### src/common/ssl_pkg.sv
// Purpose: Shared constants and types for the serial line assist block.
// Assumes: 8-bit register data, registers one per address word.
// Notes:   Index values below double as the plain-port register addresses.
package ssl_pkg;

  // Register addresses on the plain register port
  localparam logic [2:0] SSL_ADDR_DATA_LINE  = 3'h0;
  localparam logic [2:0] SSL_ADDR_CLOCK_LINE = 3'h1;
  localparam logic [2:0] SSL_ADDR_CONTROL    = 3'h2;
  localparam logic [2:0] SSL_ADDR_COND_ONE   = 3'h3;
  localparam logic [2:0] SSL_ADDR_COND_TWO   = 3'h4;
  localparam logic [2:0] SSL_ADDR_SAMPLE     = 3'h5;
  localparam logic [2:0] SSL_ADDR_CLK_RISE   = 3'h6;
  localparam int         SSL_ADDR_BITS       = 3;

  // Field positions
  localparam int SSL_LINE_BIT        = 0;
  localparam int SSL_CTRL_ENABLE     = 0;
  localparam int SSL_CTRL_STR_ALWAYS = 1;
  localparam int SSL_CTRL_STR_COND   = 2;
  localparam int SSL_CTRL_STR_ACTIVE = 3;
  localparam int SSL_FLAG_BIT        = 0;

  // Values after reset
  localparam logic       SSL_RST_DATA_OUT   = 1'b1;
  localparam logic       SSL_RST_CLOCK_OUT  = 1'b1;
  localparam logic       SSL_RST_ENABLE     = 1'b0;
  localparam logic       SSL_RST_STR_ALWAYS = 1'b0;
  localparam logic       SSL_RST_STR_COND   = 1'b0;
  localparam logic       SSL_RST_FLAG       = 1'b0;
  localparam logic       SSL_RST_SAMPLE     = 1'b0;
  localparam logic       SSL_RST_LINE_IDLE  = 1'b1;
  localparam logic [7:0] SSL_RST_RDATA      = 8'h00;

  // Synchroniser depth on pin inputs
  localparam int SSL_SYNC_STAGES = 2;

  // The two serial lines: clock on port B bit four, data on port B bit five
  typedef struct packed {
    logic clk;
    logic dat;
  } ssl_lines_t;

endpackage

### src/core/ssl_core.sv
// Purpose: Serial line assist: software drive and read-back of an open-drain
//          clock line and data line, conditional edge detection, sampling and
//          clock stretching.
// Assumes: Pads are open drain; a low is driven by raising the output enable.
//          Port B logic runs on mclk_i; pad inputs are asynchronous.
// Notes:   Register reads return data in the cycle after the read strobe.
//          A flag's set beats its clear when both fall in one cycle.
//          Detection, sampling and stretching run only while enabled.
//          Pin levels lag the pads by the two synchroniser flops; port B's copy lags by one flop more.
//
// Chosen here: strobed register access and the address map.
`timescale 1ns/1ps
module ssl_core
  import ssl_pkg::*;
#(
  parameter int AW = SSL_ADDR_BITS
) (
  input  wire logic          mclk_i,
  input  wire logic          rst_n_i,
  // Register port
  input  wire logic [AW-1:0] reg_addr_i,
  input  wire logic [7:0]    reg_wdata_i,
  input  wire logic          reg_wr_i,
  input  wire logic          reg_rd_i,
  output logic      [7:0]    reg_rdata_o,
  // Pads of port B bits four and five
  input  wire ssl_lines_t    pad_in_i,
  output ssl_lines_t         pad_out_o,
  output ssl_lines_t         pad_oe_o,
  // Port B own settings for the same two pins
  input  wire ssl_lines_t    portb_out_i,
  input  wire ssl_lines_t    portb_oe_i,
  // Synchronised pin levels, handed back to port B
  output ssl_lines_t         portb_in_o,
  // Interrupt requests toward the interrupt manager
  output logic               cond_one_irq_o,
  output logic               cond_two_irq_o
);

  // Refuse an address port too narrow for the register map
  if (AW < SSL_ADDR_BITS) begin : g_chk_aw
    $error("ssl_core address width too small for register map");
  end

  // Register state
  logic       data_out_q;
  logic       clock_out_q;
  logic       enable_q;
  logic       str_always_q;
  logic       str_cond_q;
  logic       stretch_q;
  logic       cond_one_q;
  logic       cond_two_q;
  logic       sample_q;
  logic       clk_rise_q;
  logic [7:0] rdata_q;
  logic [7:0] rdata_d;

  // Pin state
  ssl_lines_t line_s;
  ssl_lines_t line_prev_q;
  ssl_lines_t pad_out_q;
  ssl_lines_t pad_oe_q;
  logic       irq_one_q;
  logic       irq_two_q;

  // Decoded strobes
  logic [2:0] addr;
  logic       wr_data_line;
  logic       wr_clock_line;
  logic       wr_control;
  logic       wr_cond_one;
  logic       wr_cond_two;
  logic       wr_sample;
  logic       rd_sample;
  logic       addr_hi_zero;

  // Line events
  logic       clk_rise;
  logic       clk_fall;
  logic       dat_rise;
  logic       dat_fall;
  logic       cond_one_hit;
  logic       cond_two_hit;
  logic       stretch_set;
  logic       clk_pull_low;
  logic       dat_pull_low;

  // Pin synchroniser, idle lines read high
  ssl_sync #(
    .WIDTH  (2),
    .STAGES (SSL_SYNC_STAGES),
    .RST_V  (2'h3)
  ) u_sync (
    .mclk_i  (mclk_i),
    .rst_n_i (rst_n_i),
    .async_i (pad_in_i),
    .sync_o  (line_s)
  );

  // Address decode; upper address bits must be zero
  assign addr = reg_addr_i[2:0];
  if (AW > SSL_ADDR_BITS) begin : g_addr_hi
    assign addr_hi_zero = (reg_addr_i[AW-1:SSL_ADDR_BITS] == '0);
  end else begin : g_addr_exact
    assign addr_hi_zero = 1'b1;
  end

  // Write strobes per register except the clock rise flag, read strobe for the sample register only
  assign wr_data_line  = reg_wr_i && addr_hi_zero && (addr == SSL_ADDR_DATA_LINE);
  assign wr_clock_line = reg_wr_i && addr_hi_zero && (addr == SSL_ADDR_CLOCK_LINE);
  assign wr_control    = reg_wr_i && addr_hi_zero && (addr == SSL_ADDR_CONTROL);
  assign wr_cond_one   = reg_wr_i && addr_hi_zero && (addr == SSL_ADDR_COND_ONE);
  assign wr_cond_two   = reg_wr_i && addr_hi_zero && (addr == SSL_ADDR_COND_TWO);
  assign wr_sample     = reg_wr_i && addr_hi_zero && (addr == SSL_ADDR_SAMPLE);
  assign rd_sample     = reg_rd_i && addr_hi_zero && (addr == SSL_ADDR_SAMPLE);

  // Edges of the synchronised lines, one cycle each
  assign clk_rise = line_s.clk && !line_prev_q.clk;
  assign clk_fall = !line_s.clk && line_prev_q.clk;
  assign dat_rise = line_s.dat && !line_prev_q.dat;
  assign dat_fall = !line_s.dat && line_prev_q.dat;

  // Conditions: clock high across a data edge, enabled only
  assign cond_one_hit = enable_q && dat_fall && line_s.clk && line_prev_q.clk;
  assign cond_two_hit = enable_q && dat_rise && line_s.clk && line_prev_q.clk;

  // Stretch request at a clock falling edge
  assign stretch_set = enable_q && clk_fall &&
                       (str_always_q || (str_cond_q && cond_one_q));

  // Open-drain pull-down requests from the block
  assign clk_pull_low = !clock_out_q || stretch_q;
  assign dat_pull_low = !data_out_q;

  // Previous synchronised levels for edge detection
  always_ff @(posedge mclk_i) begin
    if (!rst_n_i) begin
      line_prev_q <= '{clk: SSL_RST_LINE_IDLE, dat: SSL_RST_LINE_IDLE};
    end else begin
      line_prev_q <= line_s;
    end
  end

  // Data line drive bit
  always_ff @(posedge mclk_i) begin
    if (!rst_n_i) begin
      data_out_q <= SSL_RST_DATA_OUT;
    end else if (wr_data_line) begin
      data_out_q <= reg_wdata_i[SSL_LINE_BIT];
    end
  end

  // Clock line drive bit
  always_ff @(posedge mclk_i) begin
    if (!rst_n_i) begin
      clock_out_q <= SSL_RST_CLOCK_OUT;
    end else if (wr_clock_line) begin
      clock_out_q <= reg_wdata_i[SSL_LINE_BIT];
    end
  end

  // Control bits written by software
  always_ff @(posedge mclk_i) begin
    if (!rst_n_i) begin
      enable_q     <= SSL_RST_ENABLE;
      str_always_q <= SSL_RST_STR_ALWAYS;
      str_cond_q   <= SSL_RST_STR_COND;
    end else if (wr_control) begin
      enable_q     <= reg_wdata_i[SSL_CTRL_ENABLE];
      str_always_q <= reg_wdata_i[SSL_CTRL_STR_ALWAYS];
      str_cond_q   <= reg_wdata_i[SSL_CTRL_STR_COND];
    end
  end

  // Stretch flag: set beats release, dropped when disabled
  always_ff @(posedge mclk_i) begin
    if (!rst_n_i) begin
      stretch_q <= SSL_RST_FLAG;
    end else if (!enable_q) begin
      stretch_q <= 1'b0;
    end else if (stretch_set) begin
      stretch_q <= 1'b1;
    end else if (wr_sample) begin
      stretch_q <= 1'b0;
    end
  end

  // Condition one flag, detection wins over clear
  always_ff @(posedge mclk_i) begin
    if (!rst_n_i) begin
      cond_one_q <= SSL_RST_FLAG;
    end else if (cond_one_hit) begin
      cond_one_q <= 1'b1;
    end else if (wr_cond_one) begin
      cond_one_q <= 1'b0;
    end
  end

  // Condition two flag, detection wins over clear
  always_ff @(posedge mclk_i) begin
    if (!rst_n_i) begin
      cond_two_q <= SSL_RST_FLAG;
    end else if (cond_two_hit) begin
      cond_two_q <= 1'b1;
    end else if (wr_cond_two) begin
      cond_two_q <= 1'b0;
    end
  end

  // Data level captured at each clock rising edge while enabled
  always_ff @(posedge mclk_i) begin
    if (!rst_n_i) begin
      sample_q <= SSL_RST_SAMPLE;
    end else if (enable_q && clk_rise) begin
      sample_q <= line_s.dat;
    end
  end

  // Clock rise flag, new edge wins over a read
  always_ff @(posedge mclk_i) begin
    if (!rst_n_i) begin
      clk_rise_q <= SSL_RST_FLAG;
    end else if (enable_q && clk_rise) begin
      clk_rise_q <= 1'b1;
    end else if (rd_sample) begin
      clk_rise_q <= 1'b0;
    end
  end

  // Condition one request pulse, one cycle per detection
  always_ff @(posedge mclk_i) begin
    if (!rst_n_i) begin
      irq_one_q <= SSL_RST_FLAG;
    end else begin
      irq_one_q <= cond_one_hit;
    end
  end

  // Condition two request pulse, one cycle per detection
  always_ff @(posedge mclk_i) begin
    if (!rst_n_i) begin
      irq_two_q <= SSL_RST_FLAG;
    end else begin
      irq_two_q <= cond_two_hit;
    end
  end

  // Pad output value: low while enabled, so the enable alone pulls down
  always_ff @(posedge mclk_i) begin
    if (!rst_n_i) begin
      pad_out_q <= '0;
    end else if (enable_q) begin
      pad_out_q <= '0;
    end else begin
      pad_out_q <= portb_out_i;
    end
  end

  // Pad output enable: block owns both pins while enabled, else port B
  always_ff @(posedge mclk_i) begin
    if (!rst_n_i) begin
      pad_oe_q <= '0;
    end else if (enable_q) begin
      pad_oe_q <= '{clk: clk_pull_low, dat: dat_pull_low};
    end else begin
      pad_oe_q <= portb_oe_i;
    end
  end

  // Read data selection; unused bits and addresses read zero
  always_comb begin
    rdata_d = 8'h00;
    if (addr_hi_zero) begin
      case (addr)
        SSL_ADDR_DATA_LINE:  rdata_d[SSL_LINE_BIT] = line_s.dat;
        SSL_ADDR_CLOCK_LINE: rdata_d[SSL_LINE_BIT] = line_s.clk;
        SSL_ADDR_CONTROL: begin
          rdata_d[SSL_CTRL_ENABLE]     = enable_q;
          rdata_d[SSL_CTRL_STR_ALWAYS] = str_always_q;
          rdata_d[SSL_CTRL_STR_COND]   = str_cond_q;
          rdata_d[SSL_CTRL_STR_ACTIVE] = stretch_q;
        end
        SSL_ADDR_COND_ONE:   rdata_d[SSL_FLAG_BIT] = cond_one_q;
        SSL_ADDR_COND_TWO:   rdata_d[SSL_FLAG_BIT] = cond_two_q;
        SSL_ADDR_SAMPLE:     rdata_d[SSL_LINE_BIT] = sample_q;
        SSL_ADDR_CLK_RISE:   rdata_d[SSL_FLAG_BIT] = clk_rise_q;
        default:             rdata_d = 8'h00;
      endcase
    end
  end

  // Read data register, loaded on a read strobe, cleared to zero otherwise
  always_ff @(posedge mclk_i) begin
    if (!rst_n_i) begin
      rdata_q <= SSL_RST_RDATA;
    end else if (reg_rd_i) begin
      rdata_q <= rdata_d;
    end else begin
      rdata_q <= 8'h00;
    end
  end

  // Synchronised levels returned to port B
  ssl_lines_t portb_in_q;
  always_ff @(posedge mclk_i) begin
    if (!rst_n_i) begin
      portb_in_q <= '{clk: SSL_RST_LINE_IDLE, dat: SSL_RST_LINE_IDLE};
    end else begin
      portb_in_q <= line_s;
    end
  end

  // Outputs straight from flops
  assign reg_rdata_o    = rdata_q;
  assign pad_out_o      = pad_out_q;
  assign pad_oe_o       = pad_oe_q;
  assign portb_in_o     = portb_in_q;
  assign cond_one_irq_o = irq_one_q;
  assign cond_two_irq_o = irq_two_q;

endmodule // ssl_core

### src/core/ssl_sync.sv
// Purpose: Multi-stage synchroniser for pin levels entering the system clock.
// Assumes: Inputs are quasi-static against the sampling clock; reset is sync.
// Notes:   Only the last stage leaves the module; earlier stages feed nothing else.
`timescale 1ns/1ps
module ssl_sync
  import ssl_pkg::*;
#(
  parameter int         WIDTH  = 2,
  parameter int         STAGES = SSL_SYNC_STAGES,
  parameter logic [1:0] RST_V  = 2'h3
) (
  input  wire logic             mclk_i,
  input  wire logic             rst_n_i,
  input  wire logic [WIDTH-1:0] async_i,
  output logic      [WIDTH-1:0] sync_o
);

  // Refuse shapes the chain cannot serve
  if (STAGES < 2) begin : g_chk_stages
    $error("ssl_sync needs at least two stages");
  end
  if (WIDTH != 2) begin : g_chk_width
    $error("ssl_sync reset value is sized for two lines");
  end

  // One flop chain per line, each chain owned by its own process
  for (genvar b = 0; b < WIDTH; b++) begin : g_bit
    logic [STAGES-1:0] chain_q;
    always_ff @(posedge mclk_i) begin
      if (!rst_n_i) begin
        chain_q <= {STAGES{RST_V[b]}};
      end else begin
        chain_q <= {chain_q[STAGES-2:0], async_i[b]};
      end
    end
    assign sync_o[b] = chain_q[STAGES-1]; // Last stage only
  end

endmodule // ssl_sync

### config.mk
export PLATFORM = sky130hd
export DESIGN_NAME = ssl_core
export DESIGN_NICKNAME = d
export VERILOG_FILES = /design/src/common/ssl_pkg.sv /design/src/core/ssl_core.sv /design/src/core/ssl_sync.sv
export SDC_FILE = /design/constraint.sdc
export NUM_CORES = 1
export LEC_CHECK = 0
export BUFFER_PORTS_ARGS = -buffer_cell sky130_fd_sc_hd__buf_2
export CAP_MARGIN = 10
export CORE_MARGIN = 2
export CORE_UTILIZATION = 49
export DETAILED_ROUTE_END_ITERATION = 8
export GPL_ROUTABILITY_DRIVEN = 0
export PLACE_DENSITY_LB_ADDON = 0.05
export REMOVE_ABC_BUFFERS = 1
export SYNTH_ARGS = -nofsm -noshare
export SYNTH_HDL_FRONTEND = slang
export SYNTH_SLANG_ARGS = --single-unit
export TNS_END_PERCENT = 100
### constraint.sdc
create_clock -name mclk_i -period 1.7 [get_ports mclk_i]
set_input_delay 0.34 -clock mclk_i [delete_from_list [all_inputs] [get_ports mclk_i]]
set_output_delay 0.34 -clock mclk_i [all_outputs]
set_load 0.01 [all_outputs]
==> impl_metrics.env <==
export IMPL_rr_worst_depth=3
export IMPL_critPathRequiredTime_ns=1.97
export IMPL_peakVddDrop_mv=0.652
export IMPL_core_area_um2=1980
export IMPL_highest_layer="met4"
export IMPL_crit_path_top_delay_cell="dfxtp_1"
export IMPL_min_path_cells=2
export IMPL_placed_area_um2=1150
export IMPL_clkSinkCount=26
export IMPL_drc=0
export IMPL_synth_warnings=0
export IMPL_wl_met1_um=807
export IMPL_cp_max_fo=10
export IMPL_fmax_mhz=829
export IMPL_powerDensity_nw_per_um2=854
export IMPL_drv_cap=0
export IMPL_cpPeakStageDelay_ns=0.55
export IMPL_synth_avg_cell_area_um2=10.6
export IMPL_r2r_slack_ns=0.49
export IMPL_die_x_um=50.1
export IMPL_setup_viol=0
export IMPL_nets=145
export IMPL_startpoint="enable_q$_SDFFE_PN0P_"
export IMPL_syn_to_final_growth_pct=14.3
export IMPL_crit_buf_inv=0
export IMPL_wl_per_cell_um=11.4
export IMPL_min_period_ns=1.21
export IMPL_ys_types=28
export IMPL_vias=730
export IMPL_firstDrtPassIters=3
export IMPL_drv_slew=0
export IMPL_cp_cell_sequence="nand4_1 -> nor3b_1 -> a31o_2"
export IMPL_timing_setup_tns_ns=0
export IMPL_post_cts_setup_buffer_count=0
export IMPL_min_from="pad_in_i[0]"
export IMPL_cts_resized=0
export IMPL_dp_hpwl_um=1260
export IMPL_timing_final_crit_share_pct=71.0
export IMPL_die_y_um=50.1
export IMPL_root_buffer="clkbuf_4"
export IMPL_cts_path_max_buffers=2
export IMPL_synth_cells=98
export IMPL_overflow=0
export IMPL_antenna_found_initial=0
export IMPL_final_area_um2=1190
export IMPL_hold_viol=0
export IMPL_worstSetupStartpointType="flop"
export IMPL_hold_path_class="primary input to flop"
export IMPL_grt_setup_unrepaired="no"
export IMPL_ctsHoldBuffers=0
export IMPL_insertion_delay_ns=0.31
export IMPL_start_util_pct=52.5
export IMPL_final_cell_mix="buf_2, dfxtp_1, mux2i_1"
export IMPL_rows=16
export IMPL_cts_htree_levels=1
export IMPL_grt_pass1_wl_um=2960
export IMPL_layout_drive_gt1_share_pct=31.7
export IMPL_path_class="flop to flop"
export IMPL_dr_wl_met2_um=767
export IMPL_leakage_nw=0.505
export IMPL_ys_ff_latch=26
export IMPL_vias_per_cell=4.87
export IMPL_drt_iter0_markers=6
export IMPL_wl_met3_um=104
export IMPL_r2r_start="enable_q$_SDFFE_PN0P_"
export IMPL_grt_pass1_vias=696
export IMPL_cp_arrival_ns=1.48
export IMPL_critical_path_top_delay_family="flip-flops"
export IMPL_grt_max_degree=17
export IMPL_wirelength_um=1710
export IMPL_ant_nets=0
export IMPL_ys_seq_area_share_pct=50.0
export IMPL_syn_cell_area_um2=1040
export IMPL_status="completed"
export IMPL_cp_num_cells=3
export IMPL_n_antenna_cell=0
export IMPL_layout_commonest_cell="buf_2"
export IMPL_numCtsBuffers=3
export IMPL_rr_endpoint="cond_one_q$_SDFFE_PN0P_"
export IMPL_grt_usage_pct=16.1
export IMPL_fin_skew_ns=0.00177
export IMPL_cts_tree="done"
export IMPL_die_area_um2=2510
export IMPL_end_kind="flop"
export IMPL_pin_count=37
export IMPL_cts_clk_slew_worst_paths_ns=0.13
export IMPL_worstSetupEndpoint="cond_one_q$_SDFFE_PN0P_"
export IMPL_port_buffers=27
area by class of cell:
class	count	area (um^2)
Sequential cell	26	520
Tap cell	27	33.8
Multi-Input combinational cell	60	438
Fill cell	186	792
Timing Repair Buffer	28	143
Clock buffer	4	36.3
Inverter	5	18.8
flip-flops by register name, indices dropped and copies added, names as in the netlist:
name                  cells
str_cond_q                1
sample_q                  1
reg_rdata_o               4
cond_one_irq_o            1
portb_in_o                2
pad_oe_o                  2
data_out_q                1
cond_two_q                1
clock_out_q               1
clk_rise_q                1
cond_two_irq_o            1
enable_q                  1
str_always_q              1
cond_one_q                1
pad_out_o                 2
u_sync.g_bit.chain_q      4
stretch_q                 1
per-stage QoR:
stage               worst slack [ns]  total power, mW  hold slack (ns)  util, %  instances
finish                         0.493             1.02            0.193     60.0        150
global route                   0.380             1.07            0.174     60.0        150
CTS                            0.467             1.03            0.181     60.0        150
detailed placement             0.425            0.730            0.398     58.2        146
global placement               0.451            0.728            0.389     58.2        146
floorplan                      0.687            0.683            0.386        -         91
power by group:
group / total (mW) / internal (mW) / switching (mW)
Clock: 0.301 / 0.131 / 0.170
Sequential: 0.632 / 0.624 / 0.00758
Combinational: 0.0844 / 0.0416 / 0.0428
cell families after synthesis:
family	share of synthesized area (%)
AO/OA/AOI/OAI	6.97
buffers and inverters	9.01
flip-flops	50.0
multiplexers	9.86
other	0.360
AND/OR/NAND/NOR	23.8
how the worst min path moves through the flow:
stage	endpoint	slack, ns
CTS	u_sync.g_bit[0].chain_q[0]$_SDFF_PN1_	0.18
floorplan	u_sync.g_bit[0].chain_q[1]$_SDFF_PN1_	0.39
global placement	u_sync.g_bit[0].chain_q[1]$_SDFF_PN1_	0.39
finish	u_sync.g_bit[0].chain_q[0]$_SDFF_PN1_	0.19
global route	u_sync.g_bit[1].chain_q[0]$_SDFF_PN1_	0.17
detailed placement	u_sync.g_bit[0].chain_q[1]$_SDFF_PN1_	0.40
layer usage:
metal | track usage (%) | vias up
met5 | 0 | -
li1 | - | 379
met3 | 3.94 | 4
met1 | 20.5 | 322
met4 | 9.72 | 0
met2 | 24.3 | 25
cells in the mapped netlist:
cell / instances / share of area, %
clkbuf_1: 2 / 0.72
o311ai_0: 1 / 0.84
a31oi_1: 2 / 1.2
conb_1: 1 / 0.36
nand4b_1: 1 / 0.84
buf_6: 2 / 2.2
nand4_1: 1 / 0.60
o32a_1: 1 / 0.96
buf_4: 6 / 4.3
nand2b_1: 7 / 4.2
o21ai_0: 3 / 1.4
nor4b_1: 1 / 0.84
nor3b_1: 2 / 1.4
mux2i_1: 8 / 7.7
a21boi_0: 1 / 0.72
dfxtp_1: 26 / 50
and2_1: 4 / 2.4
and3b_1: 2 / 1.7
nor4b_2: 1 / 1.4
nand2_1: 5 / 1.8
and4bb_2: 2 / 2.4
mux2_2: 2 / 2.2
or3b_2: 1 / 0.84
a31o_2: 1 / 0.84
a21oi_1: 2 / 0.96
nor2b_1: 4 / 2.4
inv_1: 5 / 1.8
nand3b_1: 4 / 2.9
No activity file was read; power rests on OpenSTA's default activity.
